`config.mk`:
```
export PLATFORM = sky130hd
export DESIGN_NAME = icg_top
export DESIGN_NICKNAME = d
export VERILOG_FILES = /design/src/design/icg_pkg.sv /design/src/design/icg_edge_det.sv /design/src/design/icg_prio_enc.sv /design/src/design/icg_top.sv
export SDC_FILE = /design/constraint.sdc
export NUM_CORES = 1
export LEC_CHECK = 0
export BUFFER_PORTS_ARGS = -buffer_cell sky130_fd_sc_hd__buf_4
export CORE_MARGIN = 4
export CORE_UTILIZATION = 61
export CTS_BUF_LIST = sky130_fd_sc_hd__clkbuf_8
export CTS_CLUSTER_DIAMETER = 40
export DETAILED_ROUTE_END_ITERATION = 6
export PLACE_DENSITY_LB_ADDON = 0.3
export SLEW_MARGIN = 20
export SYNTH_ARGS = -nofsm -noshare
export SYNTH_HDL_FRONTEND = slang
export SYNTH_SLANG_ARGS = --single-unit
```
`constraint.sdc`:
```
create_clock -name SYS_CLK -period 10.5 [get_ports SYS_CLK]
set_input_delay 1.575 -clock SYS_CLK [delete_from_list [all_inputs] [get_ports SYS_CLK]]
set_output_delay 1.575 -clock SYS_CLK [all_outputs]
set_load 0.02 [all_outputs]
```
`src/design/icg_pkg.sv`:
```
/*
 * Constants, types and register map of the group-two priority, edge select
 * and shared source select part of the interrupt controller.
 * Assumes a byte-wide register port and a core that takes one request
 * at a time and acknowledges it with a one-cycle pulse.
 */
// Operation
// - Enable bit pair decodes to priority level
// - High enable bits 3..0 map port C 3..0
// - Low enable bits 3..0 map port C 3..0
// - Select bit zero means falling edge request
// - Select bit one means rising edge request
// - Bit 7 picks pin 7 or voltage detector
// - Bit 6 picks pin 6 or comparator
// - Source switch may itself raise request
// - Master enable gates group-two requests to core; PA_REQ and IRQ_OUT are not gated
// - Master enable set and cleared by events
// - Group-two pending bit reads one while waiting
package icg_pkg;

   ////////////////////////////////////////////////////////////////////////
   // Register bus geometry
   localparam int ADDR_W = 12;
   localparam int DATA_W = 8;

   // Register offsets
   localparam logic [11:0] OFS_G2_PEND = 12'hfc6;
   localparam logic [11:0] OFS_G2_PRIO_HIGH = 12'hfc7;
   localparam logic [11:0] OFS_G2_PRIO_LOW = 12'hfc8;
   localparam logic [11:0] OFS_EDGE_POL = 12'hfcd;
   localparam logic [11:0] OFS_SHARED_SEL = 12'hfce;
   localparam logic [11:0] OFS_IRQ_CTRL = 12'hfcf;
   localparam logic [11:0] OFS_EDGE_STAT = 12'hfd0;
   localparam logic [11:0] OFS_EDGE_MASK = 12'hfd1;

   // Reset values
   localparam logic [7:0] RST_BYTE = 8'h00;
   localparam logic RST_MASTER_EN = 1'b0;

   // Field positions
   localparam int POS_MASTER_EN = 7;
   localparam int POS_PIN7_OR_LVD = 7;
   localparam int POS_PIN6_OR_CMP = 6;

   // Source counts
   localparam int PORTA_PINS = 8;
   localparam int G2_SRCS = 4;

   ////////////////////////////////////////////////////////////////////////
   // Priority levels in the order of the enable pair {high, low}
   typedef enum logic [1:0] {
      LVL_OFF,
      LVL_LOW,
      LVL_MED,
      LVL_HIGH
   } icg_level_e;

   // Request presented to the core
   typedef struct packed {
      logic valid;
      logic [1:0] id;
      icg_level_e level;
   } icg_req_s;

   // Register port request
   typedef struct packed {
      logic wr;
      logic rd;
      logic [11:0] addr;
      logic [7:0] wdata;
   } icg_bus_s;

endpackage

```
`src/design/icg_edge_det.sv`:
```
/*
 * Per-pin edge detector with selectable polarity.
 * Assumes the inputs are already synchronous to the clock.
 */
`timescale 1ns/1ps
module icg_edge_det import icg_pkg::*; #(
   parameter int W = PORTA_PINS
) (
   input wire logic clk,
   input wire logic rst,
   input wire logic [W-1:0] din,
   input wire logic [W-1:0] pol,
   output logic [W-1:0] evt
);

   logic [W-1:0] prev_q;
   logic [W-1:0] evt_q;
   logic armed_q;

   ////////////////////////////////////////////////////////////////////////
   // Previous sample; no compare until one real sample is held, so a pin
   // that is high at reset release does not fake a rising edge
   always_ff @(posedge clk or posedge rst) begin
      if (rst) begin
         prev_q <= '0;
         armed_q <= 1'b0;
      end else begin
         prev_q <= din;
         armed_q <= 1'b1;
      end
   end

   // One-cycle request on the selected transition
   genvar i;
   generate
      for (i = 0; i < W; i++) begin : g_bit
         wire rise = din[i] & ~prev_q[i];
         wire fall = ~din[i] & prev_q[i];
         wire hit = armed_q & (pol[i] ? rise : fall);
         always_ff @(posedge clk or posedge rst) begin
            if (rst) begin
               evt_q[i] <= 1'b0;
            end else begin
               evt_q[i] <= hit;
            end
         end
         a_edge_fall: assert property (@(posedge clk) disable iff (rst)
            (armed_q && !pol[i] && prev_q[i] && !din[i]) |=> evt_q[i])
            else $error("falling edge did not raise request");
         a_edge_rise: assert property (@(posedge clk) disable iff (rst)
            evt_q[i] && $past(pol[i]) |-> $past(din[i]) && !$past(prev_q[i]))
            else $error("rising-edge request without a rising edge");
      end
   endgenerate

   assign evt = evt_q;

endmodule

```
`src/design/icg_prio_enc.sv`:
```
/*
 * Priority selection over the four group-two sources.
 * Assumes pending bits and enable pairs come from registers in the top.
 */
`timescale 1ns/1ps
module icg_prio_enc import icg_pkg::*; #(
   parameter int N = G2_SRCS
) (
   input wire logic clk,
   input wire logic rst,
   input wire logic [N-1:0] pend,
   input wire logic [N-1:0] en_high,
   input wire logic [N-1:0] en_low,
   input wire logic master_en,
   input wire logic hold,
   output icg_req_s req
);

   icg_level_e lvl [N];
   icg_level_e best_lvl;
   logic [1:0] best_id;
   icg_req_s req_q;

   ////////////////////////////////////////////////////////////////////////
   // Enable pair to level per source
   genvar i;
   generate
      for (i = 0; i < N; i++) begin : g_lvl
         assign lvl[i] = icg_level_e'({en_high[i], en_low[i]});
         a_prio_top: assert property (@(posedge clk) disable iff (rst)
            req_q.valid && $past(pend[i]) |-> req_q.level >= $past(lvl[i]))
            else $error("lower level presented over higher one");
      end
   endgenerate

   // Strict compare keeps the lowest index on a tie
   always_comb begin
      best_lvl = LVL_OFF;
      best_id = 2'h0;
      for (int k = 0; k < N; k++) begin
         if (pend[k] && lvl[k] > best_lvl) begin
            best_lvl = lvl[k];
            best_id = k[1:0];
         end
      end
   end

   ////////////////////////////////////////////////////////////////////////
   // Registered request, dropped while the master enable is low; held for
   // the cycle after an acknowledge so the cleared source is not re-offered
   always_ff @(posedge clk or posedge rst) begin
      if (rst) begin
         req_q <= '0;
      end else begin
         req_q.valid <= master_en & ~hold & (best_lvl != LVL_OFF);
         req_q.id <= best_id;
         req_q.level <= best_lvl;
      end
   end

   a_prio_gate: assert property (@(posedge clk) disable iff (rst)
      req_q.valid |-> $past(master_en) && req_q.level != LVL_OFF)
      else $error("request presented while disabled");

   assign req = req_q;

endmodule

```
`src/design/icg_top.sv`:
```
/*
 * Top of the group-two priority, port A edge select and shared source
 * select part of the interrupt controller, with the master enable.
 * Assumes a register master that never issues read and write together,
 * instruction strobes from the core, and synchronous pin inputs.
 */
`timescale 1ns/1ps
module icg_top import icg_pkg::*; (
   input wire logic SYS_CLK,
   input wire logic RST,
   input wire logic [11:0] REG_ADDR,
   input wire logic [7:0] REG_WDATA,
   input wire logic REG_WR,
   input wire logic REG_RD,
   output logic [7:0] REG_RDATA,
   input wire logic [7:0] PORTA_IN,
   input wire logic LVD_IN,
   input wire logic CMP_IN,
   input wire logic [3:0] PORTC_EVT,
   input wire logic EI_STB,
   input wire logic DI_STB,
   input wire logic INTERRUPT_RETURN_INSTRUCTION_STB,
   input wire logic CORE_ACK,
   output icg_req_s REQ,
   output logic MASTER_EN,
   output logic [7:0] PA_REQ,
   output logic IRQ_OUT
);

   ////////////////////////////////////////////////////////////////////////
   // Register port bundle
   icg_bus_s bus;
   assign bus = '{wr: REG_WR, rd: REG_RD, addr: REG_ADDR, wdata: REG_WDATA};

   // Address decode
   wire hit_pend = bus.addr == OFS_G2_PEND;
   wire hit_high = bus.addr == OFS_G2_PRIO_HIGH;
   wire hit_low = bus.addr == OFS_G2_PRIO_LOW;
   wire hit_pol = bus.addr == OFS_EDGE_POL;
   wire hit_sel = bus.addr == OFS_SHARED_SEL;
   wire hit_ctrl = bus.addr == OFS_IRQ_CTRL;
   wire hit_stat = bus.addr == OFS_EDGE_STAT;
   wire hit_mask = bus.addr == OFS_EDGE_MASK;

   // Write strobes per register
   wire wr_pend = bus.wr & hit_pend;
   wire wr_high = bus.wr & hit_high;
   wire wr_low = bus.wr & hit_low;
   wire wr_pol = bus.wr & hit_pol;
   wire wr_sel = bus.wr & hit_sel;
   wire wr_ctrl = bus.wr & hit_ctrl;
   wire wr_stat = bus.wr & hit_stat;
   wire wr_mask = bus.wr & hit_mask;

   ////////////////////////////////////////////////////////////////////////
   // Plain storage registers
   logic [7:0] prio_high_q, prio_high_d;
   logic [7:0] prio_low_q, prio_low_d;
   logic [7:0] pol_q, pol_d;
   logic [7:0] sel_q, sel_d;
   logic [7:0] mask_q, mask_d;

   // Upper bits are stored as written; software keeps them zero and only
   // the low four steer the encoder
   assign prio_high_d = wr_high ? bus.wdata : prio_high_q;
   assign prio_low_d = wr_low ? bus.wdata : prio_low_q;
   assign pol_d = wr_pol ? bus.wdata : pol_q;
   assign sel_d = wr_sel ? bus.wdata : sel_q;
   assign mask_d = wr_mask ? bus.wdata : mask_q;

   always_ff @(posedge SYS_CLK or posedge RST) begin
      if (RST) begin
         prio_high_q <= RST_BYTE;
         prio_low_q <= RST_BYTE;
         pol_q <= RST_BYTE;
         sel_q <= RST_BYTE;
         mask_q <= RST_BYTE;
      end else begin
         prio_high_q <= prio_high_d;
         prio_low_q <= prio_low_d;
         pol_q <= pol_d;
         sel_q <= sel_d;
         mask_q <= mask_d;
      end
   end

   // A write lands at its strobe edge, all eight bits as given
   a_write_high: assert property (@(posedge SYS_CLK) disable iff (RST)
      wr_high |=> prio_high_q == $past(REG_WDATA))
      else $error("high enable byte not stored");

   // Low enable bits take the same path as the high ones
   a_write_low: assert property (@(posedge SYS_CLK) disable iff (RST)
      wr_low |=> prio_low_q == $past(REG_WDATA))
      else $error("low enable byte not stored");

   // Polarity byte follows a write at once
   a_write_pol: assert property (@(posedge SYS_CLK) disable iff (RST)
      wr_pol |=> pol_q == $past(REG_WDATA))
      else $error("edge polarity byte not stored");

   // Reserved select bits are kept so software reads back what it wrote
   a_write_sel: assert property (@(posedge SYS_CLK) disable iff (RST)
      wr_sel |=> sel_q == $past(REG_WDATA))
      else $error("shared select byte not stored");

   ////////////////////////////////////////////////////////////////////////
   // Shared source routing ahead of the edge detector; a switch between
   // sources at different levels is seen as an edge on purpose, which is
   // why software must disable the request before switching
   logic [7:0] src;
   logic [7:0] pa_evt;
   assign src[5:0] = PORTA_IN[5:0];
   assign src[POS_PIN6_OR_CMP] = sel_q[POS_PIN6_OR_CMP] ? CMP_IN : PORTA_IN[6];
   assign src[POS_PIN7_OR_LVD] = sel_q[POS_PIN7_OR_LVD] ? LVD_IN : PORTA_IN[7];

   icg_edge_det #(.W(PORTA_PINS)) u_edge (
      .clk(SYS_CLK),
      .rst(RST),
      .din(src),
      .pol(pol_q),
      .evt(pa_evt)
   );

   // A detector edge reaches the request through the selected path, two edges on
   a_shared_pin7: assert property (@(posedge SYS_CLK) disable iff (RST)
      sel_q[7] && $stable(sel_q[7]) && pol_q[7] && $rose(LVD_IN) |-> ##2 PA_REQ[7])
      else $error("detector edge did not raise request");

   a_shared_pin6: assert property (@(posedge SYS_CLK) disable iff (RST)
      $rose(sel_q[6]) && !$past(PORTA_IN[6]) && CMP_IN && pol_q[6]
      && $stable(pol_q[6]) |-> ##2 PA_REQ[6])
      else $error("source switch edge was suppressed");

   ////////////////////////////////////////////////////////////////////////
   // Edge status, write one to clear; a new edge in the clearing cycle wins
   logic [7:0] stat_q, stat_d;
   logic [7:0] pa_req_q;
   logic irq_q;
   wire [7:0] stat_clr = wr_stat ? bus.wdata : 8'h00;
   assign stat_d = (stat_q & ~stat_clr) | pa_evt;

   always_ff @(posedge SYS_CLK or posedge RST) begin
      if (RST) begin
         stat_q <= RST_BYTE;
         pa_req_q <= RST_BYTE;
         irq_q <= 1'b0;
      end else begin
         stat_q <= stat_d;
         pa_req_q <= pa_evt;
         irq_q <= |(stat_d & mask_d);
      end
   end

   a_irq_level: assert property (@(posedge SYS_CLK) disable iff (RST)
      ##1 irq_q == |(stat_q & mask_q))
      else $error("interrupt line does not follow status and mask");

   // A new edge in the clearing cycle must survive the clear
   a_stat_set: assert property (@(posedge SYS_CLK) disable iff (RST)
      (|pa_evt) |=> (stat_q & $past(pa_evt)) == $past(pa_evt))
      else $error("edge status missed a request");

   // Write one clears a status bit when no edge competes
   a_stat_clr: assert property (@(posedge SYS_CLK) disable iff (RST)
      wr_stat && REG_WDATA[0] && !pa_evt[0] |=> !stat_q[0])
      else $error("status bit survived its clear");

   ////////////////////////////////////////////////////////////////////////
   // Group-two pending bits: set by a port C request, cleared by the
   // acknowledge of the presented source or a write of one
   logic [3:0] pend_q, pend_d;
   logic hold_q;
   icg_req_s req;
   wire [3:0] ack_clr = CORE_ACK && req.valid ? 4'(1 << req.id) : 4'h0;
   wire [3:0] sw_clr = wr_pend ? bus.wdata[3:0] : 4'h0;
   assign pend_d = (pend_q & ~(ack_clr | sw_clr)) | PORTC_EVT;

   always_ff @(posedge SYS_CLK or posedge RST) begin
      if (RST) begin
         pend_q <= 4'h0;
         hold_q <= 1'b0;
      end else begin
         pend_q <= pend_d;
         hold_q <= CORE_ACK;
      end
   end

   a_pend_set: assert property (@(posedge SYS_CLK) disable iff (RST)
      PORTC_EVT[0] |=> pend_q[0])
      else $error("port C request not pending");

   a_pend_keep: assert property (@(posedge SYS_CLK) disable iff (RST)
      pend_q[1] && !CORE_ACK && !wr_pend |=> pend_q[1])
      else $error("pending bit lost without service");

   // Write one clears a pending bit unless a new request comes with it
   a_pend_clr: assert property (@(posedge SYS_CLK) disable iff (RST)
      wr_pend && REG_WDATA[2] && !PORTC_EVT[2] |=> !pend_q[2])
      else $error("pending bit survived its clear");

   // Pending bits read back in the low nibble, upper bits zero
   a_pend_read: assert property (@(posedge SYS_CLK) disable iff (RST)
      REG_RD && hit_pend |=> REG_RDATA == {4'h0, $past(pend_q)})
      else $error("pending read returned wrong data");

   ////////////////////////////////////////////////////////////////////////
   // Master enable: sets win over clears when both arrive together
   logic master_en_q, master_en_d;
   wire me_set = EI_STB | INTERRUPT_RETURN_INSTRUCTION_STB | (wr_ctrl & bus.wdata[POS_MASTER_EN]);
   wire me_clr = DI_STB | CORE_ACK | (wr_ctrl & ~bus.wdata[POS_MASTER_EN]);
   assign master_en_d = me_set ? 1'b1 : (me_clr ? 1'b0 : master_en_q);

   always_ff @(posedge SYS_CLK or posedge RST) begin
      if (RST) begin
         master_en_q <= RST_MASTER_EN;
      end else begin
         master_en_q <= master_en_d;
      end
   end

   a_me_ack: assert property (@(posedge SYS_CLK) disable iff (RST)
      CORE_ACK && !EI_STB && !INTERRUPT_RETURN_INSTRUCTION_STB && !wr_ctrl |=> !master_en_q ##1 !REQ.valid)
      else $error("acknowledge did not drop master enable");

   a_me_set: assert property (@(posedge SYS_CLK) disable iff (RST)
      EI_STB || INTERRUPT_RETURN_INSTRUCTION_STB |=> master_en_q)
      else $error("enable instruction did not set master enable");

   // A control write alone decides the enable
   a_me_write: assert property (@(posedge SYS_CLK) disable iff (RST)
      wr_ctrl && !EI_STB && !INTERRUPT_RETURN_INSTRUCTION_STB && !DI_STB && !CORE_ACK
      |=> master_en_q == $past(REG_WDATA[POS_MASTER_EN]))
      else $error("control write did not set the enable");

   // Disable instruction clears unless a set competes in the same cycle
   a_me_di: assert property (@(posedge SYS_CLK) disable iff (RST)
      DI_STB && !EI_STB && !INTERRUPT_RETURN_INSTRUCTION_STB && !(wr_ctrl && REG_WDATA[POS_MASTER_EN])
      |=> !master_en_q)
      else $error("disable instruction did not clear the enable");

   // With no event the enable holds its value
   a_me_keep: assert property (@(posedge SYS_CLK) disable iff (RST)
      !EI_STB && !INTERRUPT_RETURN_INSTRUCTION_STB && !DI_STB && !CORE_ACK && !wr_ctrl |=> $stable(master_en_q))
      else $error("enable changed without an event");

   // The served source is not offered again before its pending bit clears
   a_req_gap: assert property (@(posedge SYS_CLK) disable iff (RST)
      CORE_ACK |=> !REQ.valid ##1 !REQ.valid)
      else $error("request offered again right after acknowledge");

   ////////////////////////////////////////////////////////////////////////
   // Priority encoder presents the winner to the core
   icg_prio_enc #(.N(G2_SRCS)) u_prio (
      .clk(SYS_CLK),
      .rst(RST),
      .pend(pend_q),
      .en_high(prio_high_q[3:0]),
      .en_low(prio_low_q[3:0]),
      .master_en(master_en_q),
      .hold(CORE_ACK | hold_q),
      .req(req)
   );

   ////////////////////////////////////////////////////////////////////////
   // Read mux; control bits below the master enable read zero
   logic [7:0] rd_mux;
   logic [7:0] rdata_q;
   assign rd_mux = hit_pend ? {4'h0, pend_q} :
                   hit_high ? prio_high_q :
                   hit_low ? prio_low_q :
                   hit_pol ? pol_q :
                   hit_sel ? sel_q :
                   hit_ctrl ? {master_en_q, 7'h00} :
                   hit_stat ? stat_q :
                   hit_mask ? mask_q : 8'h00;

   // Data stand only in the cycle after the read strobe, zero otherwise
   always_ff @(posedge SYS_CLK or posedge RST) begin
      if (RST) begin
         rdata_q <= 8'h00;
      end else begin
         rdata_q <= bus.rd ? rd_mux : 8'h00;
      end
   end

   a_read_data: assert property (@(posedge SYS_CLK) disable iff (RST)
      REG_RD && hit_ctrl |=> REG_RDATA == {$past(master_en_q), 7'h00})
      else $error("control read returned wrong data");

   // Read data are zero outside the cycle after a read strobe
   a_rdata_idle: assert property (@(posedge SYS_CLK) disable iff (RST)
      !REG_RD |=> REG_RDATA == 8'h00)
      else $error("read data stand outside their cycle");

   ////////////////////////////////////////////////////////////////////////
   // Outputs, all from flip-flops
   assign REG_RDATA = rdata_q;
   assign REQ = req;
   assign MASTER_EN = master_en_q;
   assign PA_REQ = pa_req_q;
   assign IRQ_OUT = irq_q;

endmodule

```
==> key figures <==
Layout
  – Share of cells above drive strength 1: 0.2804
  – Ant diodes: 0
  – Number of fill cells: 506
  – Layout area overhead: 17.03%
  – Final std cells w/o fill: 533
  – NumNets Final: 496

Clock network
  – Clock transition at the registers of the reported paths: 90 ps
  – Total CTS buffers: 9
  – CTS tree: yes
  – CTS Buffer Depth: 2
  – Worst-Skew Late Latency: 360 ps
  – Setup bufs post-CTS: 0
  – CTS root buf: clkbuf_8
  – Number of hold buffers added after cts: 0
  – Clk sinks: 93
  – Post-CTS Resized: 0
  – H-tree depth: 3

Placed design
  – Port Buffers: 64
  – Setup WS pre-CTS: 6487 ps
  – Placed Cells: 517
  – Gp weighted congestion: 0.8607
  – Dpl hpwl: 7373 µm

STA
  – Slew HR: 0.4016
  – Final setup vio count: 0
  – Max Clk Rate: 0.2414 GHz
  – Unrepaired setup endpoints after global routing: no
  – Slew @ Worst Pin: 890.2 ps
  – Final max-slew violation count: 0
  – Fin crit share: 0.3945
  – Min Tclk post-route: 4142 ps
  – Final Hold Viols: 0
  – Worst setup slack after layout: 6358 ps
  – Skew final: 7.584 ps
  – Total negative slack: 0 ps

Synthesis
  – Synth unique cells: 55
  – Multiplexer share of the synthesized area: 0.1227
  – Largest family of logic cells by synthesized area: simple AND/OR/NAND/NOR gates
  – Count leader, synth: dfrtp_1
  – Post-Syn Instances: 381
  – Commonest cells post-synth: dfrtp_1, mux2_2, nand2_1, nor2_1, o21ai_0
  – Yosys reg bits: 93
  – Post-Synthesis Net Count: 429
  – Share of the synthesized area in the top cell type: 0.5500
  – Synth area leaders: dfrtp_1, mux2_2, nand2_1, nor2_1, o21ai_0
  – Post-synthesis cell area: 0.004232 mm²
  – Xor/xnor share of the synthesized area: 0
  – Simple-gate area share of the yosys netlist: 0.1638
  – Post-synth EDFFs: 0
  – Post-synthesis adder-cell area fraction: 0.01774
  – Seq/Total Area, Yosys: 0.5500
  – Compound-gate portion of the synthesized area: 0.1189
  – Ys async rst share: 1.000
  – Synth warnings: 0
  – Post-synth top flop: dfrtp_1
  – Area leader, netlist: dfrtp_1
  – Syn avg cell area: 11.11 µm²

Routing
  – Metal-1 WL: 4435 µm
  – Drc violations: 0
  – Met2 WL post-DR: 4898 µm
  – Via/cell ratio: 6.146
  – DRT iter0 DRCs: 295
  – Routed wire per std cell: 18.76 µm
  – Top layer in use: met4
  – WL final: 9999 µm
  – Post-route ant nets: 0
  – Met3 WL: 490 µm
  – Drt first pass iters: 4
  – Via count: 3276

Pwr
  – Max IR drop VDD: 0.0001258 V
  – Power Density: 127.8 mW/mm²
  – Leakage: 2.335 nW

Die
  – Die area: 0.008334 mm²
  – Initial Util: 0.6263
  – # IOs: 65
  – Core Area: 0.006756 mm²
  – Die Wd: 91.29 µm
  – Number of core rows: 30
  – DIE HEIGHT: 91.29 µm

Worst hold path
  – Min-delay worst type: flop to flop

Setup path
  – Arrival @ worst endpoint: 4410 ps
  – CP max FO: 7
  – Critical path class: flop to flop
  – Worst path required time: 10770 ps
  – CP startpoint kind: flop
  – Endpoint class of the critical path: flop

Global routing
  – Pin count of the biggest net entering global routing: 56
  – GRT Util Overall: 0.2549
  – Global-route wire length before repair: 16540 µm
  – GRT overflow: 0
  – Initial antenna violation count: 0
  – Vias in the first global route: 3298

Outcome
  – Outcome: completed

Run
  – MaxCap Viol Count: 0
## sequential cells by signal (all words and copies together), names as in the netlist
register and count:
IRQ_OUT 1, MASTER_EN 1, PA_REQ 8, REG_RDATA 8, hold_q 1, mask_q 8, pend_q 4, pol_q 8
prio_high_q 8, prio_low_q 8, sel_q 8, stat_q 8, u_edge.armed_q 1, u_edge.evt 8, u_edge.prev_q 8, u_prio.req 5
## final cells by class
class | instances | area [µm²] | share of cell area
flip-flops and latches | 93 | 2327 | 0.4699
multi-input cells | 261 | 1794 | 0.3623
repair buffers | 65 | 488.0 | 0.09853
clock buffers | 9 | 123.9 | 0.02501
well taps | 80 | 100.1 | 0.02021
inverters | 18 | 68.82 | 0.01390
clock inverters | 7 | 50.05 | 0.01011
## worst max-delay path: stages, from the launching register on
cell and delay (ps):
dfrtp_1 410, nand2_1 90, ha_1 290, nor2b_1 150
o211ai_1 310, mux2_2 420, ha_1 290, nor2b_1 130
o211ai_1 390, o21ai_0 170, ha_1 320, nor2b_1 150
o211ai_1 330, o21ai_0 150, a21o_1 190, a41oi_1 250
## final timing paths
path,start,endpoint,slack (ps),cells after the start
max,pend_q[0],u_prio.req[4],6360,15
min,u_edge.evt[0],PA_REQ[0],420,0
max reg2reg,pend_q[0],u_prio.req[4],6360,15
min reg2reg,u_edge.evt[0],PA_REQ[0],420,0
max in group asynchronous,RST,stat_q[5],8100,3
min in group asynchronous,RST,u_edge.prev_q[2],1280,2
## power breakdown
group          internal [mW]  switching (mW)  total [mW]  leakage [nW]
Sequential             0.364         0.00446       0.368          1.20
Combinational         0.0204          0.0304      0.0508          1.04
Clock                 0.0868           0.127       0.214        0.0933
## per-stage QoR
step                utilization  power (mW)  hold slack [ps]  area, µm²
global placement         0.7072      0.4244            393.1       4778
detailed placement       0.7072      0.4261            390.8       4778
finish                   0.7330      0.6330            418.0       4952
global route             0.7330      0.6585            429.4       4952
CTS                      0.7330      0.6365            419.0       4952
floorplan                     -      0.3978            374.7       4232
## logic make-up after synthesis
| kind of cell | Yosys count |
|---|---|
| mux | 47 |
| other cells | 1 |
| buf+inv | 27 |
| compound gates | 74 |
| simple gates | 133 |
| fa+ha+maj | 6 |
| flops | 93 |
## metal layers
metal	vias up	GRT usage
met5	-	0
met4	0	0.09925
met3	15	0.03563
met2	104	0.4040
met1	1632	0.3578
li1	1525	-
## placed cells by master, fill, tap and decap left out, drive strengths merged, types with 2 or more instances in the layout
cell type	n
a2111oi	5
a211oi	3
a21oi	6
a222oi	2
a22o	2
a22oi	5
a31oi	11
and2	11
and4	2
buf	65
clkbuf	9
clkinv	7
dfrtp	93
ha	6
inv	18
mux2	39
mux2i	8
nand2	36
nand2b	3
nand3	8
nand3b	4
nand4	3
nand4b	2
nor2	31
nor2b	6
nor3	2
nor4	11
o211ai	3
o21ai	22
o221ai	3
o2bb2ai	3
or2	4
or3b	2
or4	3
(Power assumes the default switching activity.)
